<file path="config.mk">
export PLATFORM = sky130hd
export DESIGN_NAME = quad_uart_host_bus_port
export DESIGN_NICKNAME = d
export VERILOG_FILES = /design/src/rtl/pin_sync.v /design/src/rtl/quad_uart_host_bus_port.v
export VERILOG_INCLUDE_DIRS = /design/src /design/src/common
export SDC_FILE = /design/constraint.sdc
export NUM_CORES = 1
export LEC_CHECK = 0
export ABC_AREA = 1
export BUFFER_PORTS_ARGS = -buffer_cell sky130_fd_sc_hd__buf_2
export CAP_MARGIN = 20
export CORE_MARGIN = 2
export CORE_UTILIZATION = 47
export DETAILED_ROUTE_END_ITERATION = 7
export PLACE_DENSITY = 0.75
export SETUP_SLACK_MARGIN = 0.05
export SYNTH_ARGS = -nofsm -noshare
export SYNTH_HDL_FRONTEND = slang
export SYNTH_HIERARCHICAL = 1
export SYNTH_SLANG_ARGS = --single-unit
</file>
<file path="constraint.sdc">
create_clock -name clock -period 1.9 [get_ports clock]
set_input_delay 0.095 -clock clock [delete_from_list [all_inputs] [get_ports clock]]
set_output_delay 0.095 -clock clock [all_outputs]
set_load 0.01 [all_outputs]
</file>
<file path="src/common/uart_host_defines.vh">
// Constants for the quad UART host bus port controller
`ifndef UART_HOST_DEFINES_VH
`define UART_HOST_DEFINES_VH

// Strobe timing in clock cycles at 10 MHz
`define CLOCK_PERIOD_NS      100
`define SETUP_TIME_NS        100
`define SETUP_CYCLES         ((`SETUP_TIME_NS + `CLOCK_PERIOD_NS - 1) / `CLOCK_PERIOD_NS)
`define STROBE_TIME_NS       300
`define STROBE_CYCLES        ((`STROBE_TIME_NS + `CLOCK_PERIOD_NS - 1) / `CLOCK_PERIOD_NS)
`define HOLD_TIME_NS         100
`define HOLD_CYCLES          ((`HOLD_TIME_NS + `CLOCK_PERIOD_NS - 1) / `CLOCK_PERIOD_NS)
`define COUNT_WIDTH          4
// Extra strobe cycles so read data crosses the two-flop sync
`define SYNC_CYCLES          2

// Bus widths
`define DATA_WIDTH           8
`define REG_ADDR_WIDTH       3
`define CHAN_WIDTH           2

// Sequencer states
`define ST_IDLE              3'h0
`define ST_SETUP             3'h1
`define ST_STROBE            3'h2
`define ST_HOLD              3'h3
`define ST_DONE              3'h4

`endif

</file>
<file path="src/rtl/pin_sync.v">
// Two-flop synchroniser for a single level from outside the clock domain
`timescale 1ns/1ps

module pin_sync #(
    parameter RESET_VALUE = 1'b0
) (
    // Clock and reset
    input  wire clock,
    input  wire rst_n,
    // Level in and out
    input  wire din,
    output reg  dout
);

    reg stage;

    always @(posedge clock or negedge rst_n) begin
        if (!rst_n) begin
            stage <= RESET_VALUE;
            dout  <= RESET_VALUE;
        end else begin
            stage <= din;
            dout  <= stage;
        end
    end

endmodule // pin_sync

</file>
<file path="src/rtl/quad_uart_host_bus_port.v">
// Host controller driving the quad UART parallel bus in strobe or select style
//
// Overview of operation
// (RULE1) Mode pin high: separate strobes, per-channel selects
// (RULE2) Three register address lines pick register
// (RULE3) Eight-bit bidirectional data, driven only on writes
// (RULE4) Read strobe falling edge starts device read
// (RULE5) Host captures read byte at strobe rise
// (RULE6) Write strobe falling edge starts device write
// (RULE7) Device latches write byte at strobe rise
// (RULE8) Each chip select enables only its channel
// (RULE9) Select style: direction line high reads
// (RULE10) Select style: one chip select for device
// (RULE11) Select style: channel B select is A3
// (RULE12) Select style: channel C select is A4
// (RULE13) Select style: read strobe held high
// (RULE14) Select style: channel D select held high
// (RULE15) Select style: channel A irq is device irq
// (RULE16) Select style: other irq pins stay low
// (RULE17) A4:A3 codes 00..11 pick channels A..D
// (RULE18) Data bus released outside valid writes
`timescale 1ns/1ps
`include "uart_host_defines.vh"

module quad_uart_host_bus_port (
    // Clock and reset
    input  wire                         clock,
    input  wire                         nrst,
    // User command port
    input  wire                         strobe_style,
    input  wire                         req_valid,
    output wire                         req_ready,
    input  wire                         req_write,
    input  wire [`CHAN_WIDTH-1:0]       req_channel,
    input  wire [`REG_ADDR_WIDTH-1:0]   req_addr,
    input  wire [`DATA_WIDTH-1:0]       req_wdata,
    output reg                          rsp_valid,
    output reg  [`DATA_WIDTH-1:0]       rsp_rdata,
    // Interrupt status seen from the device
    output wire [3:0]                   irq_pending,
    // Device bus pins
    output reg                          bus_style,
    output reg  [`REG_ADDR_WIDTH-1:0]   reg_addr,
    input  wire [`DATA_WIDTH-1:0]       data_in,
    output reg  [`DATA_WIDTH-1:0]       data_out,
    output reg                          data_oe,
    output reg                          read_strobe_n,
    output reg                          write_strobe_n,
    output reg                          chan_a_select_n,
    output reg                          chan_b_select_n,
    output reg                          chan_c_select_n,
    output reg                          chan_d_select_n,
    // Device interrupt pins
    input  wire                         chan_a_irq_out,
    input  wire                         chan_b_irq,
    input  wire                         chan_c_irq,
    input  wire                         chan_d_irq
);

    // ****************************************
    // Reset release and input synchronisers
    // ****************************************
    reg rst_meta;
    reg rst_n;

    always @(posedge clock or negedge nrst) begin
        if (!nrst) begin
            rst_meta <= 1'b0;
            rst_n    <= 1'b0;
        end else begin
            rst_meta <= 1'b1;
            rst_n    <= rst_meta;
        end
    end

    wire [`DATA_WIDTH-1:0] data_sync;
    wire [3:0]             irq_sync;
    wire [3:0]             irq_raw = {chan_d_irq, chan_c_irq, chan_b_irq, chan_a_irq_out};

    genvar i;
    generate
        for (i = 0; i < `DATA_WIDTH; i = i + 1) begin : g_data_sync
            pin_sync #(.RESET_VALUE(1'b0)) u_sync (
                .clock (clock),
                .rst_n (rst_n),
                .din   (data_in[i]),
                .dout  (data_sync[i])
            );
        end
        for (i = 0; i < 4; i = i + 1) begin : g_irq_sync
            pin_sync #(.RESET_VALUE(1'b0)) u_sync (
                .clock (clock),
                .rst_n (rst_n),
                .din   (irq_raw[i]),
                .dout  (irq_sync[i])
            );
        end
    endgenerate

    // Select style: one active-low device irq, others unused
    assign irq_pending = bus_style ? irq_sync : {3'h0, ~irq_sync[0]}; // see (RULE15) (RULE16)

    // ****************************************
    // Access sequencer
    // ****************************************
    localparam ST_IDLE   = `ST_IDLE;
    localparam ST_SETUP  = `ST_SETUP;
    localparam ST_STROBE = `ST_STROBE;
    localparam ST_HOLD   = `ST_HOLD;
    localparam ST_DONE   = `ST_DONE;

    localparam integer SETUP_LOAD  = `SETUP_CYCLES;
    localparam integer STROBE_LOAD = `STROBE_CYCLES + `SYNC_CYCLES;
    localparam integer HOLD_LOAD   = `HOLD_CYCLES;

    reg [2:0]              state;
    reg [`COUNT_WIDTH-1:0] count;
    reg                    is_write;
    reg [`CHAN_WIDTH-1:0]  channel;

    assign req_ready = (state == ST_IDLE);

    // Per-channel select decode for strobe style
    function [3:0] one_cold;
        input [`CHAN_WIDTH-1:0] ch;
        begin
            one_cold = 4'hF;
            one_cold[ch] = 1'b0;
        end
    endfunction

    // Drive selects and strobes for the active access
    task drive_select;
        input active;
        input strobe;
        reg [3:0] sel;
        begin
            sel = one_cold(channel);
            if (bus_style) begin
                {chan_d_select_n, chan_c_select_n, chan_b_select_n, chan_a_select_n} <=
                    active ? sel : 4'hF; // see (RULE1) (RULE8)
                read_strobe_n  <= ~(strobe & ~is_write); // see (RULE4)
                write_strobe_n <= ~(strobe & is_write); // see (RULE6)
            end else begin
                chan_a_select_n <= ~(active & strobe); // see (RULE10)
                chan_b_select_n <= channel[0]; // see (RULE11) (RULE17)
                chan_c_select_n <= channel[1]; // see (RULE12) (RULE17)
                chan_d_select_n <= 1'b1; // see (RULE14)
                read_strobe_n   <= 1'b1; // see (RULE13)
                // Back to read level when idle, so a style change makes no strobe edge
                write_strobe_n  <= ~(active & is_write); // see (RULE9)
            end
        end
    endtask

    always @(posedge clock or negedge rst_n) begin
        if (!rst_n) begin
            state           <= ST_IDLE;
            count           <= {`COUNT_WIDTH{1'b0}};
            is_write        <= 1'b0;
            channel         <= {`CHAN_WIDTH{1'b0}};
            bus_style       <= 1'b1;
            reg_addr        <= {`REG_ADDR_WIDTH{1'b0}};
            data_out        <= {`DATA_WIDTH{1'b0}};
            data_oe         <= 1'b0;
            read_strobe_n   <= 1'b1;
            write_strobe_n  <= 1'b1;
            chan_a_select_n <= 1'b1;
            chan_b_select_n <= 1'b1;
            chan_c_select_n <= 1'b1;
            chan_d_select_n <= 1'b1;
            rsp_valid       <= 1'b0;
            rsp_rdata       <= {`DATA_WIDTH{1'b0}};
        end else begin
            rsp_valid <= 1'b0;
            case (state)
                ST_IDLE: begin
                    if (req_valid) begin
                        bus_style <= strobe_style; // see (RULE1)
                        is_write  <= req_write;
                        channel   <= req_channel;
                        reg_addr  <= req_addr; // see (RULE2)
                        data_out  <= req_wdata;
                        data_oe   <= req_write; // see (RULE3) (RULE18)
                        count     <= SETUP_LOAD[`COUNT_WIDTH-1:0];
                        state     <= ST_SETUP;
                    end
                end
                ST_SETUP: begin
                    // Address, direction and channel settle before strobe
                    drive_select(1'b1, 1'b0);
                    if (count <= `COUNT_WIDTH'h1) begin
                        count <= STROBE_LOAD[`COUNT_WIDTH-1:0];
                        state <= ST_STROBE;
                    end else begin
                        count <= count - `COUNT_WIDTH'h1;
                    end
                end
                ST_STROBE: begin
                    // Strobe held long enough for the data to cross the sync
                    drive_select(1'b1, 1'b1);
                    if (count <= `COUNT_WIDTH'h1) begin
                        if (!is_write) begin
                            rsp_rdata <= data_sync; // see (RULE5)
                        end
                        count <= HOLD_LOAD[`COUNT_WIDTH-1:0];
                        state <= ST_HOLD;
                    end else begin
                        count <= count - `COUNT_WIDTH'h1;
                    end
                end
                ST_HOLD: begin
                    // Strobe rises; write data still driven for hold
                    drive_select(1'b1, 1'b0); // see (RULE7)
                    if (count <= `COUNT_WIDTH'h1) begin
                        state <= ST_DONE;
                    end else begin
                        count <= count - `COUNT_WIDTH'h1;
                    end
                end
                ST_DONE: begin
                    drive_select(1'b0, 1'b0);
                    data_oe   <= 1'b0; // see (RULE18)
                    rsp_valid <= 1'b1;
                    state     <= ST_IDLE;
                end
                default: begin
                    state <= ST_IDLE;
                end
            endcase
        end
    end

endmodule // quad_uart_host_bus_port

</file>
==> impl_metrics.yaml, run 1 <==
yosys:
  ys_seq_area_frac: 0.660
  synthMuxAreaShare: 0
  synth_edf_count: 0
  synth.cell_area_mm2: 0.00244
  synth_xor_area_frac: 0.00718
  ys_types: 23
  synth_warnings: 6
  synth_area_leaders: "dfrtp_1, nand2_1, dfstp_2"
  async_flop_share: 1.00
  synthAdderAreaFrac: 0.0103
  synthCells: 250
  synth_top_family_by_area: "simple AND/OR/NAND/NOR gates"
  synth_compound_area_frac: 0.0328
  yosys.area.top_type_share: 0.585
  syn_nets: 282
  avgSynthCellArea_um2: 9.75
  synth_top_area_cell: "dfrtp_1"
  synth_commonest_cells: "nand2_1, dfrtp_1, inv_1"
  synth-simple-area-share: 0.234
  ys_seq_elements: 64
  synth.most_common_cell: "nand2_1"
  synthFlopType: "dfrtp_1"
timing:
  rsz0062_at_grt: "no"
  fmax_mhz: 629
  setup_tns_ns: 0
  setup_viol: 0
  setup_ws_ns: 0.309
  final_hold_viol_count: 0
  finalCriticalPeriod_ns: 1.59
  finClkSkew_ns: 0.00726
  timing.final.crit_share: 0.837
  drv_slew: 0
power:
  ir_drop_uv: 789
  power.leakage_nw: 1.77
  finalPower_mw: 5.18
  power_density_mw_per_mm2: 1570
worst_setup_path:
  rrSetupSlack_ns: 0.31
  r2r_start: "count[0]$_DFFE_PN0P_"
  worst-path-max-fanout: 9
  r2r_end: "rsp_rdata[0]$_DFFE_PN0P_"
  cp.arrival_ns: 1.82
  crit_path_end_kind: "flip-flop"
  worstSetupPathType: "reg -> reg"
  required_ns: 2.12
  cp-start-kind: "flip-flop"
  r2r_cells: 9
worst_hold_path:
  min_path_type: "in -> async"
clock_tree:
  cts_sinks: 64
  path_clk_slew_ns: 0.07
  numCtsBuffers: 9
  clockBufferDepth: 2
  post_cts_buffers: 0
  ctsResizeCount: 0
  cts_tree: "yes"
  clock_latency_ns: 0.34
  htreeDepth: 3
  ctsRootBufferMaster: "clkbuf_8"
place:
  finalWeightedCongestion: 0.846
  dp_hpwl_mm: 3.29
  dpl-instance-area_mm2: 0.00283
  portBuffers: 62
  place_inst: 379
  place_ws_ns: 0.305
layout:
  fin_area_mm2: 0.00330
  area_growth_syn_to_layout_pct: 35.5
  layout-drive-gt1-share: 0.269
  fin_cells: 423
  nNetsFinal: 380
  num_antenna_cells: 0
floorplanning:
  dieArea_mm2: 0.00578
  start_util: 0.484
  fp-row-count: 26
  die_h_um: 76.0
  boundaryPins: 63
  core-area_mm2: 0.00504
  die_w_um: 76.0
flow_run:
  drv_cap: 0
grt:
  grt.total_usage: 0.193
  grt_pass1_vias: 2002
  grt_first_pass_wirelength_mm: 8.69
  antenna_found_initial: 0
  grt_max_degree: 54
  overflow: 0
outcome:
  outcome: "complete, no violations"
route:
  drt-initial-drc-count: 83
  final_antenna_net_count: 0
  viasPerCell: 4.77
  routed_wl_mm: 5.14
  drt_pass1_iterations: 5
  num_vias: 2019
  drc: 0
  wire_per_inst_um: 12.2
## worst max-delay path, cell delays in order (launching register included)
cell	delay, ns
dfrtp_1	0.40
inv_1	0.12
ha_1	0.21
inv_1	0.06
nand2_1	0.06
nand2_1	0.15
nor2_4	0.24
nand2_4	0.11
nand2_1	0.08
nand2_1	0.05
## timing repair
item                                    4_1_cts  5_1_grt
endpoints found under the setup margin        0        0
hold buffers                                 28        0
hold endpoints to repair                     30        0
## through the flow
| stage | hold slack (ns) | utilization |
|---|---|---|
| 6_report | 0.0756 | 0.655 |
| 5_1_grt | 0.0678 | 0.655 |
| 4_1_cts | 0.0537 | 0.655 |
| 3_5_place_dp | -0.116 | 0.561 |
| 3_3_place_gp | -0.119 | 0.561 |
| 2_1_floorplan | -0.201 | - |
## cell type report
cell class,count,area [µm²]
clock inverters,7,71.3
flip-flops and latches,64,1610
inverters,25,93.8
clock buffers,9,124
repair buffers,92,618
well taps,70,87.6
multi-input cells,156,698
fillers,376,1740
## registers in the layout (all words and copies together) (netlist names), 2 cells and up
name                      cells
count                         4
data_out                      8
g_irq_sync.u_sync/dout        4
state                         3
g_data_sync.u_sync/dout       8
g_irq_sync.u_sync/stage       4
g_data_sync.u_sync/stage      8
rsp_rdata                     8
reg_addr                      3
channel                       2
## cell families (layout without fill, tap and decap cells)
group                      count (synthesis)  in the layout
DFF                                       64             64
other                                      1              1
xor gates and xnor gates                   2              2
and+or+nand+nor                          136            136
AOI/OAI and AO/OA                         15             15
adders and majority gates                  2              2
buffers and inverters                     30            133
## routing by layer
metal  up-vias  routed length [µm]  GRT usage
met5         -                   0          0
met4         0                 149     0.0945
met3        15                 365     0.0794
met2        72                2520      0.311
met1       959                2100      0.224
li1        973                   -          -
## power by group
group	switching (mW)	internal (mW)	total (mW)
clock network	0.515	0.604	1.12
registers	0.286	1.81	2.10
logic	1.22	0.739	1.96
total	2.02	3.15	5.18
## how the worst max path moves through the flow
stage / start / end / cells past startpoint
after floorplan: count[0]$_DFFE_PN0P_ / rsp_rdata[0]$_DFFE_PN0P_ / 9
after global placement: count[0]$_DFFE_PN0P_ / rsp_rdata[3]$_DFFE_PN0P_ / 9
after detailed placement: count[0]$_DFFE_PN0P_ / rsp_rdata[5]$_DFFE_PN0P_ / 9
after CTS: count[0]$_DFFE_PN0P_ / rsp_rdata[5]$_DFFE_PN0P_ / 9
after global routing: count[0]$_DFFE_PN0P_ / rsp_rdata[2]$_DFFE_PN0P_ / 9
final: count[0]$_DFFE_PN0P_ / rsp_rdata[0]$_DFFE_PN0P_ / 9
## layout by cell type, fill, tap and decap left out
| master | instances |
|---|---|
| nand2_1 | 94 |
| buf_2 | 62 |
| dfrtp_1 | 56 |
| dlygate4sd3_1 | 28 |
| inv_1 | 23 |
| nand3_1 | 18 |
| nor2_1 | 12 |
| o21ai_0 | 10 |
| clkbuf_8 | 9 |
| dfstp_2 | 7 |
| nand4_1 | 6 |
| clkinvlp_4 | 3 |
| xnor2_1 | 2 |
| inv_2 | 2 |
| nand2_2 | 2 |
| a21oi_1 | 2 |
| o22ai_1 | 2 |
| ha_1 | 2 |
| clkinv_2 | 2 |
| nor2_2 | 1 |
| nor2_4 | 1 |
| nand2_4 | 1 |
| nor3_1 | 1 |
| o211ai_1 | 1 |
| inv_6 | 1 |
| bufinv_16 | 1 |
| buf_4 | 1 |
| buf_12 | 1 |
| conb_1 | 1 |
| dfrtp_2 | 1 |
Note: power is estimated with default switching activity, not from simulation.
==> run 2: changes to the inputs <==
--- a/config.mk
+++ b/config.mk
@@ -6,7 +6,7 @@
 export SDC_FILE = /design/constraint.sdc
 export NUM_CORES = 1
 export LEC_CHECK = 0
-export ABC_AREA = 1
+export ABC_AREA = 0
 export BUFFER_PORTS_ARGS = -buffer_cell sky130_fd_sc_hd__buf_2
 export CAP_MARGIN = 20
 export CORE_MARGIN = 2
==> constraint.sdc (replaced) <==
create_clock -name clock -period 1.4 [get_ports clock]
set_input_delay 0.07 -clock clock [delete_from_list [all_inputs] [get_ports clock]]
set_output_delay 0.07 -clock clock [all_outputs]
set_load 0.01 [all_outputs]
==> run 2 against run 1 <==
Effect of this change:
- the flow now finishes with violations (negative setup slack)
- flip-flop and latch count did not move
- wire length up 10%
- sequential share of layout area fell by 5.7 points
- first-iteration DRC count up 82%
- fmax fell by 3.6%
- hold slack got worse by 0.032 ns
- clock skew hardly changed
- die area fell by 0.72%
- critical path depth down 3
- register-to-register slack got worse by 0.56 ns
- clock-buffer cell count rose by 4
- highest routed layer unchanged
==> impl_metrics.yaml, run 2 <==
outcome:
  outcome: "finished, violations left"
  violations: "negative setup slack"
layout:
  layout-drive-gt1-share: 0.538
  fin_area_mm2: 0.00375
  area_growth_syn_to_layout_pct: 54.9
  layout_commonest_cell: "buf_2"
  fill_cells: 310
  final_cell_mix: "buf_2, dfrtp_1, dlygate4sd3_1"
  multi_input_area_um2: 936
  num_antenna_cells: 0
  regArea_mm2: 0.00161
  nNetsFinal: 326
yosys:
  synth_area_leaders: "dfrtp_1, dfstp_2, mux2_2"
  synth_top_area_cell: "dfrtp_1"
  synth_edf_count: 0
  synthFlopType: "dfrtp_1"
  syn_nets: 203
  ys_seq_elements: 64
  synth.most_common_cell: "dfrtp_1"
  async_flop_share: 1.00
  synth.cell_area_mm2: 0.00242
  synthCells: 171
  ys_seq_area_frac: 0.665
  synth_commonest_cells: "dfrtp_1, mux2_2, nor2_1"
  avgSynthCellArea_um2: 14.2
  synth_warnings: 6
  yosys.area.top_type_share: 0.589
  ys_types: 42
worst_setup_path:
  worstSetupPathType: "reg -> reg"
  worst-path-max-fanout: 3
  cp-start-kind: "flip-flop"
  crit_path_end_kind: "flip-flop"
  required_ns: 1.63
  cp.arrival_ns: 1.88
timing:
  finalCriticalPeriod_ns: 1.65
  final_hold_viol_count: 0
  rsz0062_at_grt: "yes"
  setup_ws_ns: -0.250
  whs_ns: 0.0434
  setup_viol: 30
  finClkSkew_ns: 0.00712
  timing.final.crit_share: 1.18
  drv_slew: 0
  fmax_mhz: 606
clock_tree:
  htreeDepth: 3
  clockBufferDepth: 2
  cts_sinks: 64
  ctsRootBufferMaster: "clkbuf_8"
  numCtsBuffers: 9
  clock_latency_ns: 0.34
  cts_tree: "yes"
  path_clk_slew_ns: 0.07
floorplanning:
  die_h_um: 75.8
  fp-row-count: 26
  dieArea_mm2: 0.00574
  start_util: 0.480
  die_w_um: 75.8
  boundaryPins: 63
  core-area_mm2: 0.00504
route:
  drt-initial-drc-count: 151
  routed_wl_mm: 5.68
  final_antenna_net_count: 0
  drt_pass1_iterations: 4
  viasPerCell: 4.96
  wire_per_inst_um: 15.4
  num_vias: 1832
  drc: 0
power:
  ir_drop_uv: 1290
  power.leakage_nw: 1.78
  power_density_mw_per_mm2: 2260
grt:
  grt_max_degree: 34
  grt_first_pass_wirelength_mm: 9.06
  grt_pass1_vias: 1906
  antenna_found_initial: 0
  overflow: 0
  grt.total_usage: 0.221
place:
  dp_hpwl_mm: 3.31
  dpl-instance-area_mm2: 0.00303
  portBuffers: 62
  finalWeightedCongestion: 0.810
flow_run:
  drv_cap: 0
worst_hold_path:
  min_path_type: "in -> async"
==> run 2: cells by family (layout without fill, tap and decap cells) <==
| group | after synthesis | count (layout) | share of synthesized area |
|---|---|---|---|
| muxes | 22 | 22 | 0.113 |
| DFF | 64 | 64 | 0.665 |
| buffers and inverters | 13 | 141 | 0.0326 |
| other | 1 | 1 | 0.00155 |
| adders and majority gates | 2 | 2 | 0.0103 |
| xor gates and xnor gates | 2 | 2 | 0.00724 |
| AOI/OAI and AO/OA | 32 | 32 | 0.0863 |
| and+or+nand+nor | 35 | 35 | 0.0832 |
==> run 2: worst paths after layout <==
kind                       depth (start not counted)                               endpoint  slack, ns                 start
hold / removal                                     2                     rst_meta$_DFF_PN0_       0.04                  nrst
min in group clock                                 3                   state[0]$_DFFE_PN0P_       0.16             req_valid
setup reg to reg                                   6                   count[2]$_DFFE_PN0P_      -0.25  count[0]$_DFFE_PN0P_
hold reg to reg                                    1  g_data_sync[5].u_sync/stage$_DFF_PN0_       0.28       rst_n$_DFF_PN0_
max in group asynchronous                          1            chan_a_select_n$_DFFE_PN1P_       0.76       rst_n$_DFF_PN0_
setup / recovery                                   6                   count[2]$_DFFE_PN0P_      -0.25  count[0]$_DFFE_PN0P_
==> run 2: worst max-delay path, stage by stage, from the launching register on <==
cell	delay (ns)
dfrtp_1	0.43
inv_2	0.11
ha_4	0.16
nor2_4	0.05
or3_4	0.33
or2_4	0.25
a32o_1	0.22
==> run 2: report_power, final <==
group / switching [mW] / total, mW / internal (mW)
combinational: 1.71 / 3.77 / 2.06
clock: 0.658 / 1.76 / 1.10
sequential: 0.476 / 2.95 / 2.48
==> run 2: layout make-up <==
| class | count | area share |
|---|---|---|
| sequential | 64 | 0.430 |
| multi-input combinational | 94 | 0.250 |
| timing repair buffer | 119 | 0.231 |
| clock buffer | 13 | 0.0424 |
| tap | 70 | 0.0234 |
| clock inverter | 3 | 0.0174 |
| inverter | 6 | 0.00601 |
==> run 2: repair_timing <==
| item | in CTS | in global routing |
|---|---|---|
| endpoints found under the hold margin | 30 | 0 |
| setup buffers | 6 | 1 |
| setup endpoints to repair | 34 | 36 |
| pin swaps | 4 | 11 |
| resized for setup | 24 | 20 |
| gates cloned | 1 | 0 |
| hold buffers | 28 | 0 |
==> run 2: per-layer routing <==
metal,vias up,wire length [µm],GRT usage
met5,-,0,0
met4,0,157,0.133
met3,15,296,0.0569
met2,63,2940,0.343
met1,905,2290,0.278
li1,849,-,-
==> run 2: per-stage QoR <==
stage / TNS (ns) / worst slack (ns) / utilization / instances / total power, mW
2_1_floorplan: -6.68 / -0.374 / - / 171 / 4.76
6_report: -4.37 / -0.250 / 0.743 / 369 / 8.48
4_1_cts: -4.01 / -0.228 / 0.734 / 370 / 8.18
3_3_place_gp: -3.66 / -0.286 / 0.600 / 319 / 5.80
3_5_place_dp: -4.62 / -0.321 / 0.600 / 319 / 5.91
5_1_grt: -5.82 / -0.309 / 0.743 / 369 / 8.92
